--- config.mk ---
export PLATFORM = sky130hd
export DESIGN_NAME = pcr_link
export DESIGN_NICKNAME = d
export VERILOG_FILES = /design/src/pcr_pkg.sv /design/src/pcr_link.sv /design/src/pcr_stat_enc.sv
export SDC_FILE = /design/constraint.sdc
export NUM_CORES = 1
export LEC_CHECK = 0
export ABC_AREA = 1
export BUFFER_PORTS_ARGS = -buffer_cell sky130_fd_sc_hd__buf_2
export CAP_MARGIN = 0
export CORE_MARGIN = 8
export CORE_UTILIZATION = 33
export CTS_CLUSTER_DIAMETER = 30
export DETAILED_ROUTE_END_ITERATION = 8
export GPL_ROUTABILITY_DRIVEN = 1
export HOLD_SLACK_MARGIN = 0.02
export PLACE_DENSITY = 0.56
export SKIP_LAST_GASP = 1
export SYNTH_ARGS = -nofsm -noshare
export SYNTH_HDL_FRONTEND = slang
export SYNTH_SLANG_ARGS = --single-unit
--- constraint.sdc ---
create_clock -name core_clk_i -period 5.8 [get_ports core_clk_i]
set_clock_uncertainty 0.05 [all_clocks]
set_input_delay 0.58 -clock core_clk_i [delete_from_list [all_inputs] [get_ports core_clk_i]]
set_output_delay 0.58 -clock core_clk_i [all_outputs]
set_load 0.01 [all_outputs]
--- src/pcr_pkg.sv ---
// Purpose: shared constants and types for the run-command echo link
// Assumes: 40 MHz core clock, AXI4-Lite register access
// Notes: all timing counts derive from printed or chosen times
package pcr_pkg;
	localparam int unsigned CLK_HZ = 40_000_000;
	// register byte offsets
	localparam logic [7:0] CTRL_OFS = 8'h00;
	localparam logic [7:0] PRESET_A_OFS = 8'h04;
	localparam logic [7:0] PRESET_B_OFS = 8'h08;
	localparam logic [7:0] DIAG_OFS = 8'h0C;
	localparam logic [7:0] STATUS_OFS = 8'h10;
	localparam logic [7:0] THR_A_OFS = 8'h14;
	localparam logic [7:0] THR_B_OFS = 8'h18;
	localparam logic [7:0] ECHO_OFS = 8'h1C;
	// preset register fields
	localparam int PULSE_LSB = 0;
	localparam int CURR_LSB = 8;
	localparam int REC_LSB = 16;
	// diag register fields
	localparam int FREQ_MEAS_LSB = 0;
	localparam int FREQ_NOM_LSB = 8;
	localparam int FREQ_DELTA_LSB = 16;
	localparam int VOLT_LVL_LSB = 24;
	// status register bits
	localparam int ST_UNINIT_BIT = 0;
	localparam int ST_DIAG_BIT = 1;
	localparam int ST_CRC_BIT = 2;
	localparam int ST_UV_BIT = 3;
	localparam int ST_BUSY_BIT = 4;
	// ctrl register bits
	localparam int CTL_CRC_SET_BIT = 0;
	localparam int CTL_UV_BIT = 1;
	// reset values
	localparam logic [31:0] PRESET_RST = 32'h0000_0000;
	localparam logic [31:0] DIAG_RST = 32'h0000_0000;
	localparam logic [31:0] THR_RST = 32'h0000_0000;
	// timing in microseconds, stuck limit in milliseconds
	localparam int unsigned MIN_LOW_US = 300;
	localparam int unsigned STUCK_MS = 15;
	localparam int unsigned DEAD_US = 100;
	localparam int unsigned PULSE_US = 25;
	localparam int unsigned REC_UNIT_US = 1000;
	// command low windows in microseconds
	localparam int unsigned CMD_BLA_US = 200;
	localparam int unsigned CMD_BLB_US = 400;
	localparam int unsigned CMD_LOA_US = 600;
	localparam int unsigned CMD_LOB_US = 800;
	localparam int unsigned CMD_MAX_US = 1000;
	// cycle counts, each time multiplied by whole cycles per microsecond
	localparam int unsigned CYC_PER_US = CLK_HZ / 1_000_000;
	localparam int unsigned MIN_LOW_CYC = MIN_LOW_US * CYC_PER_US;
	localparam int unsigned STUCK_CYC = STUCK_MS * 1000 * CYC_PER_US;
	localparam int unsigned DEAD_CYC = DEAD_US * CYC_PER_US;
	localparam int unsigned PULSE_CYC = PULSE_US * CYC_PER_US;
	localparam int unsigned REC_UNIT_CYC = REC_UNIT_US * CYC_PER_US;
	localparam int unsigned CMD_BLA_CYC = CMD_BLA_US * CYC_PER_US;
	localparam int unsigned CMD_BLB_CYC = CMD_BLB_US * CYC_PER_US;
	localparam int unsigned CMD_LOA_CYC = CMD_LOA_US * CYC_PER_US;
	localparam int unsigned CMD_LOB_CYC = CMD_LOB_US * CYC_PER_US;
	localparam int unsigned CMD_MAX_CYC = CMD_MAX_US * CYC_PER_US;
	typedef enum logic [2:0] {
		PCR_IDLE = 3'b000,
		PCR_CMD = 3'b001,
		PCR_DEAD = 3'b011,
		PCR_BURST = 3'b010,
		PCR_MARK = 3'b110,
		PCR_REC = 3'b111
	} pcr_state_e;
endpackage

--- src/pcr_link.sv ---
// Purpose: run-command decode, status dead-time and echo signaling
// Assumes: line sampled through two flops; pull-up is off chip
// Notes: AXI4-Lite slave holds presets, thresholds and diagnostics
`timescale 1ns/100ps
`default_nettype none
// How it works
// RULE1 - burst-listen: burst preset pulses at its limit, then record.
// RULE2 - listen-only: no burst, record with preset length and thresholds.
// RULE3 - status returned by lengthening dead-time up to three units.
// RULE4 - crc adds three units, else diag two, else uninit one.
// RULE5 - no active error means base dead-time only.
// RULE6 - uninit flag set with no threshold group; commands ignored.
// RULE7 - diag flag on frequency deviation beyond the delta.
// RULE8 - diag flag on excitation voltage below the level.
// RULE9 - crc flag refuses every run command while set.
// RULE10 - any nonvolatile register write clears the crc flag.
// RULE11 - during record pull line low while echo exceeds threshold.
// RULE12 - at record end release line and accept commands.
// RULE13 - hold line low for the burst, then release.
// RULE14 - after dead-time force line low at least 300 us.
// RULE15 - controller computes distance from edges and burst length.
// RULE16 - controller rejects spurious hit just after the 300 us mark.
// RULE17 - line idles high; command chosen by low duration.
// RULE18 - line stuck over 15 ms during a command resets comms.
// RULE19 - dead-time after each command before driving the line.
// RULE20 - undervoltage lets a command finish, blocks new ones.
module pcr_link (
	input wire logic core_clk_i,
	input wire logic nrst_i,
	input wire logic line_i,
	output logic line_o,
	output logic line_oe_n_o,
	output logic burst_o,
	output logic [7:0] current_limit_o,
	output logic preset_b_o,
	input wire logic [7:0] echo_i,
	input wire logic [31:0] s_axi_awaddr,
	input wire logic s_axi_awvalid,
	output logic s_axi_awready,
	input wire logic [31:0] s_axi_wdata,
	input wire logic [3:0] s_axi_wstrb,
	input wire logic s_axi_wvalid,
	output logic s_axi_wready,
	output logic [1:0] s_axi_bresp,
	output logic s_axi_bvalid,
	input wire logic s_axi_bready,
	input wire logic [31:0] s_axi_araddr,
	input wire logic s_axi_arvalid,
	output logic s_axi_arready,
	output logic [31:0] s_axi_rdata,
	output logic [1:0] s_axi_rresp,
	output logic s_axi_rvalid,
	input wire logic s_axi_rready
);
	// merge byte lanes of a write into an old word
	function automatic logic [31:0] merge(input logic [31:0] old,
		input logic [31:0] d, input logic [3:0] be);
		logic [31:0] r;
		r = old;
		for (int i = 0; i < 4; i++) begin
			if (be[i]) begin
				r[i*8 +: 8] = d[i*8 +: 8];
			end
		end
		return r;
	endfunction

	// registers
	logic [31:0] preset_a_ff, nxt_preset_a;
	logic [31:0] preset_b_ff, nxt_preset_b;
	logic [31:0] diag_ff, nxt_diag;
	logic [31:0] thr_a_ff, nxt_thr_a;
	logic [31:0] thr_b_ff, nxt_thr_b;
	logic thr_a_init_ff, nxt_thr_a_init;
	logic thr_b_init_ff, nxt_thr_b_init;
	logic crc_ff, nxt_crc;
	logic uv_ff, nxt_uv;
	// bus handshake state
	logic aw_got_ff, nxt_aw_got;
	logic w_got_ff, nxt_w_got;
	logic [7:0] aw_ff, nxt_aw;
	logic [31:0] wd_ff, nxt_wd;
	logic [3:0] ws_ff, nxt_ws;
	logic bvalid_ff, nxt_bvalid;
	logic [1:0] bresp_ff, nxt_bresp;
	logic rvalid_ff, nxt_rvalid;
	logic [31:0] rdata_ff, nxt_rdata;
	logic [1:0] rresp_ff, nxt_rresp;
	// link state
	pcr_pkg::pcr_state_e st_ff, nxt_st;
	logic [19:0] cnt_ff, nxt_cnt;
	logic [19:0] stuck_ff, nxt_stuck;
	logic [19:0] dead_ff, nxt_dead;
	logic [7:0] pulses_ff, nxt_pulses;
	logic sel_b_ff, nxt_sel_b;
	logic listen_ff, nxt_listen;
	logic line_ff, nxt_line;
	logic burst_ff, nxt_burst;
	logic [7:0] ilim_ff, nxt_ilim;
	logic volt_err_ff, nxt_volt_err;
	logic sync1_ff, sync2_ff, prev_ff;
	logic diag_flag;
	logic [1:0] units;

	// line synchroniser, then edge history
	always_ff @(posedge core_clk_i) begin
		if (!nrst_i) begin
			sync1_ff <= 1'b1;
			sync2_ff <= 1'b1;
			prev_ff <= 1'b1;
		end else begin
			sync1_ff <= line_i;
			sync2_ff <= sync1_ff;
			prev_ff <= sync2_ff;
		end
	end

	// diagnostic compare on live measurements
	always_comb begin
		logic [7:0] meas, nom, dif;
		meas = diag_ff[pcr_pkg::FREQ_MEAS_LSB +: 8];
		nom = diag_ff[pcr_pkg::FREQ_NOM_LSB +: 8];
		dif = (meas > nom) ? meas - nom : nom - meas;
		// RULE7 frequency deviation
		diag_flag = dif > diag_ff[pcr_pkg::FREQ_DELTA_LSB +: 8];
		// RULE8 low excitation seen on the last burst
		if (volt_err_ff) begin
			diag_flag = 1'b1;
		end
	end

	pcr_stat_enc u_enc (
		.uninit_i(!(thr_a_init_ff || thr_b_init_ff)),
		.diag_i(diag_flag),
		.crc_i(crc_ff),
		.units_o(units)
	);

	// AXI4-Lite slave: address and data taken in either order
	always_comb begin
		logic do_wr;
		logic [31:0] wv;
		do_wr = 1'b0;
		wv = 32'h0000_0000;
		nxt_aw_got = aw_got_ff;
		nxt_w_got = w_got_ff;
		nxt_aw = aw_ff;
		nxt_wd = wd_ff;
		nxt_ws = ws_ff;
		nxt_bvalid = bvalid_ff;
		nxt_bresp = bresp_ff;
		nxt_rvalid = rvalid_ff;
		nxt_rdata = rdata_ff;
		nxt_rresp = rresp_ff;
		nxt_preset_a = preset_a_ff;
		nxt_preset_b = preset_b_ff;
		nxt_diag = diag_ff;
		nxt_thr_a = thr_a_ff;
		nxt_thr_b = thr_b_ff;
		nxt_thr_a_init = thr_a_init_ff;
		nxt_thr_b_init = thr_b_init_ff;
		nxt_crc = crc_ff;
		nxt_uv = uv_ff;
		if (s_axi_awvalid && !aw_got_ff) begin
			nxt_aw_got = 1'b1;
			nxt_aw = s_axi_awaddr[7:0];
		end
		if (s_axi_wvalid && !w_got_ff) begin
			nxt_w_got = 1'b1;
			nxt_wd = s_axi_wdata;
			nxt_ws = s_axi_wstrb;
		end
		if (aw_got_ff && w_got_ff && !bvalid_ff) begin
			do_wr = 1'b1;
			nxt_aw_got = 1'b0;
			nxt_w_got = 1'b0;
			nxt_bvalid = 1'b1;
			nxt_bresp = 2'b00;
		end
		if (bvalid_ff && s_axi_bready) begin
			nxt_bvalid = 1'b0;
		end
		if (do_wr) begin
			unique case (aw_ff)
			pcr_pkg::CTRL_OFS: begin
				wv = merge(32'h0000_0000, wd_ff, ws_ff);
				nxt_uv = wv[pcr_pkg::CTL_UV_BIT];
				if (wv[pcr_pkg::CTL_CRC_SET_BIT]) begin
					nxt_crc = 1'b1;
				end
			end
			pcr_pkg::PRESET_A_OFS: begin
				nxt_preset_a = merge(preset_a_ff, wd_ff, ws_ff);
				// RULE10 nvm write clears crc
				nxt_crc = 1'b0;
			end
			pcr_pkg::PRESET_B_OFS: begin
				nxt_preset_b = merge(preset_b_ff, wd_ff, ws_ff);
				nxt_crc = 1'b0;
			end
			pcr_pkg::DIAG_OFS: begin
				nxt_diag = merge(diag_ff, wd_ff, ws_ff);
				nxt_crc = 1'b0;
			end
			pcr_pkg::THR_A_OFS: begin
				nxt_thr_a = merge(thr_a_ff, wd_ff, ws_ff);
				// RULE6 group now initialised
				nxt_thr_a_init = 1'b1;
			end
			pcr_pkg::THR_B_OFS: begin
				nxt_thr_b = merge(thr_b_ff, wd_ff, ws_ff);
				nxt_thr_b_init = 1'b1;
			end
			default: begin
				nxt_bresp = 2'b10; // unmapped or read-only: slave error
			end
			endcase
		end
		if (s_axi_arvalid && !rvalid_ff) begin
			nxt_rvalid = 1'b1;
			nxt_rresp = 2'b00;
			unique case (s_axi_araddr[7:0])
			pcr_pkg::CTRL_OFS: nxt_rdata = {30'd0, uv_ff, 1'b0};
			pcr_pkg::PRESET_A_OFS: nxt_rdata = preset_a_ff;
			pcr_pkg::PRESET_B_OFS: nxt_rdata = preset_b_ff;
			pcr_pkg::DIAG_OFS: nxt_rdata = diag_ff;
			pcr_pkg::STATUS_OFS: nxt_rdata = {27'd0,
				st_ff != pcr_pkg::PCR_IDLE, uv_ff, crc_ff, diag_flag,
				!(thr_a_init_ff || thr_b_init_ff)};
			pcr_pkg::THR_A_OFS: nxt_rdata = thr_a_ff;
			pcr_pkg::THR_B_OFS: nxt_rdata = thr_b_ff;
			pcr_pkg::ECHO_OFS: nxt_rdata = {24'd0, echo_i};
			default: begin
				nxt_rdata = 32'h0000_0000;
				nxt_rresp = 2'b10;
			end
			endcase
		end else if (rvalid_ff && s_axi_rready) begin
			nxt_rvalid = 1'b0;
		end
	end

	// link sequencer
	always_comb begin
		logic [31:0] pre;
		logic [7:0] thr;
		logic [19:0] low;
		pre = sel_b_ff ? preset_b_ff : preset_a_ff;
		thr = sel_b_ff ? thr_b_ff[7:0] : thr_a_ff[7:0];
		low = cnt_ff;
		nxt_st = st_ff;
		nxt_cnt = cnt_ff + 20'd1;
		nxt_stuck = 20'd0;
		nxt_dead = dead_ff;
		nxt_pulses = pulses_ff;
		nxt_sel_b = sel_b_ff;
		nxt_listen = listen_ff;
		nxt_line = 1'b1;
		nxt_burst = 1'b0;
		nxt_ilim = ilim_ff;
		nxt_volt_err = volt_err_ff;
		unique case (st_ff)
		pcr_pkg::PCR_IDLE: begin
			// RULE17 falling edge opens a command
			if (prev_ff && !sync2_ff) begin
				nxt_st = pcr_pkg::PCR_CMD;
				nxt_cnt = 20'd0;
			end
		end
		pcr_pkg::PCR_CMD: begin
			nxt_stuck = stuck_ff + 20'd1;
			if (sync2_ff) begin
				nxt_st = pcr_pkg::PCR_IDLE;
				nxt_cnt = 20'd0;
				// RULE19 base dead-time plus status units
				// RULE3 extension encodes status
				nxt_dead = 20'(pcr_pkg::DEAD_CYC) * (20'd1 + 20'(units));
				if (low >= 20'(pcr_pkg::CMD_BLA_CYC) &&
					low < 20'(pcr_pkg::CMD_MAX_CYC) &&
					// RULE6 refuses run commands until a group is written; crc and uv (RULE9 RULE20) refuse them in every case
					thr_a_init_ff | thr_b_init_ff && !crc_ff && !uv_ff) begin
					nxt_st = pcr_pkg::PCR_DEAD;
					nxt_sel_b = (low >= 20'(pcr_pkg::CMD_BLB_CYC) &&
						low < 20'(pcr_pkg::CMD_LOA_CYC)) ||
						low >= 20'(pcr_pkg::CMD_LOB_CYC);
					nxt_listen = low >= 20'(pcr_pkg::CMD_LOA_CYC);
				end
			end else if (stuck_ff >= 20'(pcr_pkg::STUCK_CYC)) begin
				// RULE18 stuck line resets comms
				nxt_st = pcr_pkg::PCR_IDLE;
			end
		end
		pcr_pkg::PCR_DEAD: begin
			if (cnt_ff + 20'd1 >= dead_ff) begin
				nxt_cnt = 20'd0;
				nxt_pulses = 8'd0;
				nxt_ilim = pre[pcr_pkg::CURR_LSB +: 8];
				// a burst starts a fresh voltage measurement
				nxt_volt_err = volt_err_ff && listen_ff;
				// RULE1 RULE2 burst or listen only
				nxt_st = listen_ff ? pcr_pkg::PCR_MARK : pcr_pkg::PCR_BURST;
			end
		end
		pcr_pkg::PCR_BURST: begin
			// RULE13 line low for burst
			nxt_line = 1'b0;
			nxt_burst = cnt_ff < 20'(pcr_pkg::PULSE_CYC / 2);
			if (cnt_ff + 20'd1 >= 20'(pcr_pkg::PULSE_CYC)) begin
				nxt_cnt = 20'd0;
				nxt_pulses = pulses_ff + 8'd1;
				if (pulses_ff + 8'd1 >= pre[pcr_pkg::PULSE_LSB +: 8]) begin
					nxt_st = pcr_pkg::PCR_MARK;
				end
			end
		end
		pcr_pkg::PCR_MARK: begin
			// RULE14 minimum record mark
			nxt_line = 1'b0;
			if (cnt_ff + 20'd1 >= 20'(pcr_pkg::MIN_LOW_CYC)) begin
				nxt_cnt = 20'd0;
				nxt_pulses = 8'd0;
				nxt_st = pcr_pkg::PCR_REC;
			end
		end
		pcr_pkg::PCR_REC: begin
			// RULE11 echo over threshold pulls low
			nxt_line = !(echo_i > thr);
			if (cnt_ff + 20'd1 >= 20'(pcr_pkg::REC_UNIT_CYC)) begin
				nxt_cnt = 20'd0;
				nxt_pulses = pulses_ff + 8'd1;
				// RULE12 record end releases line
				if (pulses_ff + 8'd1 >= pre[pcr_pkg::REC_LSB +: 8]) begin
					nxt_line = 1'b1;
					nxt_st = pcr_pkg::PCR_IDLE;
				end
			end
		end
		default: nxt_st = pcr_pkg::PCR_IDLE;
		endcase
		// RULE8 latched, since status units are taken after the burst
		if (burst_ff && echo_i < diag_ff[pcr_pkg::VOLT_LVL_LSB +: 8]) begin
			nxt_volt_err = 1'b1;
		end
	end

	// register all state except the line synchroniser
	always_ff @(posedge core_clk_i) begin
		if (!nrst_i) begin
			preset_a_ff <= pcr_pkg::PRESET_RST;
			preset_b_ff <= pcr_pkg::PRESET_RST;
			diag_ff <= pcr_pkg::DIAG_RST;
			thr_a_ff <= pcr_pkg::THR_RST;
			thr_b_ff <= pcr_pkg::THR_RST;
			thr_a_init_ff <= 1'b0;
			thr_b_init_ff <= 1'b0;
			crc_ff <= 1'b0;
			uv_ff <= 1'b0;
			aw_got_ff <= 1'b0;
			w_got_ff <= 1'b0;
			aw_ff <= 8'h00;
			wd_ff <= 32'h0000_0000;
			ws_ff <= 4'h0;
			bvalid_ff <= 1'b0;
			bresp_ff <= 2'b00;
			rvalid_ff <= 1'b0;
			rdata_ff <= 32'h0000_0000;
			rresp_ff <= 2'b00;
			st_ff <= pcr_pkg::PCR_IDLE;
			cnt_ff <= 20'd0;
			stuck_ff <= 20'd0;
			dead_ff <= 20'd0;
			pulses_ff <= 8'd0;
			sel_b_ff <= 1'b0;
			listen_ff <= 1'b0;
			line_ff <= 1'b1;
			burst_ff <= 1'b0;
			ilim_ff <= 8'h00;
			volt_err_ff <= 1'b0;
		end else begin
			preset_a_ff <= nxt_preset_a;
			preset_b_ff <= nxt_preset_b;
			diag_ff <= nxt_diag;
			thr_a_ff <= nxt_thr_a;
			thr_b_ff <= nxt_thr_b;
			thr_a_init_ff <= nxt_thr_a_init;
			thr_b_init_ff <= nxt_thr_b_init;
			crc_ff <= nxt_crc;
			uv_ff <= nxt_uv;
			aw_got_ff <= nxt_aw_got;
			w_got_ff <= nxt_w_got;
			aw_ff <= nxt_aw;
			wd_ff <= nxt_wd;
			ws_ff <= nxt_ws;
			bvalid_ff <= nxt_bvalid;
			bresp_ff <= nxt_bresp;
			rvalid_ff <= nxt_rvalid;
			rdata_ff <= nxt_rdata;
			rresp_ff <= nxt_rresp;
			st_ff <= nxt_st;
			cnt_ff <= nxt_cnt;
			stuck_ff <= nxt_stuck;
			dead_ff <= nxt_dead;
			pulses_ff <= nxt_pulses;
			sel_b_ff <= nxt_sel_b;
			listen_ff <= nxt_listen;
			line_ff <= nxt_line;
			burst_ff <= nxt_burst;
			ilim_ff <= nxt_ilim;
			volt_err_ff <= nxt_volt_err;
		end
	end

	// outputs straight from flops except line_o, tied low; line drive is open drain
	assign line_o = 1'b0;
	assign line_oe_n_o = line_ff;
	assign burst_o = burst_ff;
	assign current_limit_o = ilim_ff;
	assign preset_b_o = sel_b_ff;
	assign s_axi_awready = !aw_got_ff;
	assign s_axi_wready = !w_got_ff;
	assign s_axi_bvalid = bvalid_ff;
	assign s_axi_bresp = bresp_ff;
	assign s_axi_arready = !rvalid_ff;
	assign s_axi_rvalid = rvalid_ff;
	assign s_axi_rdata = rdata_ff;
	assign s_axi_rresp = rresp_ff;
endmodule
`default_nettype wire

--- src/pcr_stat_enc.sv ---
// Purpose: pick the status extension from the three status flags
// Assumes: flags are registered levels in the core clock domain
// Notes: pure combinational priority encoder
`timescale 1ns/100ps
`default_nettype none
module pcr_stat_enc (
	input wire logic uninit_i,
	input wire logic diag_i,
	input wire logic crc_i,
	output logic [1:0] units_o
);
	// highest priority flag wins
	always_comb begin
		// RULE4 strict priority
		if (crc_i) begin
			units_o = 2'd3;
		end else if (diag_i) begin
			units_o = 2'd2;
		end else if (uninit_i) begin
			units_o = 2'd1;
		end else begin
			// RULE5 no extension
			units_o = 2'd0;
		end
	end
endmodule
`default_nettype wire

==> out/metrics.yaml <==
clock.fmax_mhz: 191
rsz0062_at_grt: "no"
yosysSeqAreaShare_pct: 41.2
postRouteWirelength_um: 52400
syn_avg_cell_area_um2: 7.40
drt_pass1_iterations: 5
hold_path.class: "primary input to flop"
muxShareOfSynthArea_pct: 0.572
grt_pass1_wl_um: 81600
rows: 80
setup_viol: 0
hold_buffers: 0
period_share_pct: 90.1
io_pins: 169
cts_tree: "done"
ant_nets: 0
slowest_delay_ns: 0.55
grt_overflow: 0
critPathLaunchType: "flop"
placed_area_mm2: 0.0168
antenna_cells: 0
crit_top_cell: "nand2_1"
arrival_ns: 5.63
drv_cap: 0
grt_use_total_pct: 19.0
tns_ns: 0
synth-seq-cells: 324
synth_fa_ha_area_share_pct: 6.34
clk_latency_ns: 0.61
yosys.area_share.simple_pct: 18.7
gp_congestion: 0.897
synth_top_family_by_area: "compound AO/OA/AOI/OAI gates"
cts-resized-gates: 0
fin_area_mm2: 0.0198
slew_violations: 0
numClockSinks: 324
slew_headroom_pct: 18.4
numPortBuffers: 118
synth_top_cell_by_area: "dfxtp_1"
dp_hpwl_um: 37000
p_leak_nw: 8.05
post-route-util_pct: 41.8
drc: 0
clk_path_buf_depth: 3
yosys-top-cells-count: "324 x dfxtp_1, 320 x nand2_1, 271 x a21oi_1"
post_cts_buffers: 0
crit_type: "flop to flop"
netlist_instances: 2128
crit_required_ns: 6.20
total_power_mw: 7.79
status: "complete, no violations"
die_h_um: 235
postSynth.asyncResetShare_pct: 0
nets: 2442
vias_per_cell: 5.08
grt_pass1_vias: 14800
cts_buffers: 83
synth_compound_area_share_pct: 23.4
worstMarginPinSlew_ns: 1.22
path_max_fanout: 7
syn_area_mm2: 0.0158
h-tree-depth: 3
synth_top_area_share_pct: 41.2
drt_iter0_markers: 1186
fin_crit_ns: 5.23
ys_warn_count: 0
grt_max_degree: 83
end_kind: "flop"
ir_drop_v: 0.000226
dr_total_vias: 14900
die_width_um: 235
core_area_mm2: 0.0474
timing.final.hold_violations: 0
yosys-top-cells-area: "dfxtp_1 41%, a21oi_1 8.6%, o21ai_0 8.4%, nand2_1 7.6%, ha_1 6.0%"
cts-root-buf: "clkbuf_16"
yosys.area_share.xor_xnor_pct: 1.00
start_util_pct: 33.2
yosysMostFrequentCell: "dfxtp_1"
synth_cell_types: 53
wl_per_cell_um: 17.9
path_clk_slew_ns: 0.04
dieArea_mm2: 0.0550
area_growth_pct: 25.8
synth_enable_flop_cells: 0
ys.flop_type: "dfxtp_1"
crit_slowest_cell: "o31ai_1"
holdWs_ns: 0.115
drive_gt1_share_pct: 14.0
antenna_found_initial: 0
cellPowerDensity_mw_per_mm2: 393
-- flip-flops by register name (all words and copies together), names as in the netlist, 4 cells and up, named ones only --
register / cells
cnt_ff: 20
aw_ff: 8
s_axi_rdata: 32
diag_ff: 32
current_limit_o: 8
pulses_ff: 8
thr_a_ff: 32
preset_b_ff: 32
stuck_ff: 20
dead_ff: 10
ws_ff: 4
thr_b_ff: 32
preset_a_ff: 32
wd_ff: 32
-- cell type report --
cell class	count	area, um2
clock buffer	115	2370
clock inverter	38	654
fill	4789	27600
inverter	257	965
multi-input combinational	1452	7900
sequential	324	6490
tap	615	769
timing repair buffer	130	683
-- cell usage in the layout, fill, tap and decap left out, types with 3 or more instances in the layout --
cell        instances
clkinv_2           12
clkinv_1            3
nor4_1              6
nor3_1             15
a21oi_1           271
clkinvlp_4          4
a32o_1             20
inv_16              4
clkbuf_16          84
or2_2               4
a31oi_1             8
fa_1                3
nor2_2             25
buf_2             117
clkbuf_8           15
dfxtp_1           323
inv_2               7
nand3_1            78
inv_1             247
ha_1               75
xor2_1             16
o211ai_1           20
o2111ai_1           4
o21a_1              6
buf_4              13
nand2_1           320
nor2_4              4
nand3b_1            5
nand2_2             9
o21ai_0           264
a211oi_1           42
mux2i_1             9
bufinv_16          15
a221oi_1            5
o22ai_1             7
nor2_1            183
o21ai_1             4
nand4_1            22
clkbuf_1           16
-- final timing paths --
kind / start / endpoint / slack, ns / cells past startpoint
max: diag_ff[0] / dead_ff[14] / 0.57 / 29
min: s_axi_bready / s_axi_bvalid / 0.12 / 2
max reg2reg: diag_ff[0] / dead_ff[14] / 0.57 / 29
min reg2reg: sync1_ff / sync2_ff / 0.37 / 1
-- power breakdown --
group	switching (mW)	total [mW]	internal, mW	leakage, nW
Combinational	0.365	0.504	0.139	3.95
Clock	1.43	4.94	3.51	1.48
Sequential	0.0404	2.34	2.30	2.62
-- metal layers --
metal | up-vias | GRT usage [%] | routed length, um
met2 | 472 | 30.2 | 23600
met4 | 0 | 7.64 | 1450
met1 | 6894 | 24.6 | 24100
met3 | 83 | 4.39 | 3330
li1 | 7455 | - | -
met5 | - | 0 | 0
-- worst max-delay path: cells and delay by family (launching register included) --
kind	cells	cell delay, ns
flip-flops	1	0.32
AND/OR/NAND/NOR	12	1.26
adder cells (fa/ha/maj)	5	1.30
buffers and inverters	6	0.56
AO/OA/AOI/OAI	5	1.39
XOR/XNOR	1	0.16
-- per-stage QoR --
step	cells	setup slack, ns
2_1_floorplan	2129	1.54
4_1_cts	2931	0.495
5_1_grt	2931	0.0477
3_3_place_gp	2778	0.659
6_report	2931	0.572
3_5_place_dp	2778	0.516
-- cells by family (layout without fill, tap and decap cells) --
| group | Yosys count | after routing |
|---|---|---|
| buffers and inverters | 353 | 540 |
| multiplexers | 9 | 9 |
| AND/OR/NAND/NOR | 682 | 682 |
| adder cells (fa/ha/maj) | 78 | 78 |
| AO/OA/AOI/OAI | 663 | 663 |
| XOR/XNOR | 18 | 18 |
| other | 1 | 2 |
| flip-flops | 324 | 324 |
Power figures use the tool's default switching activity.
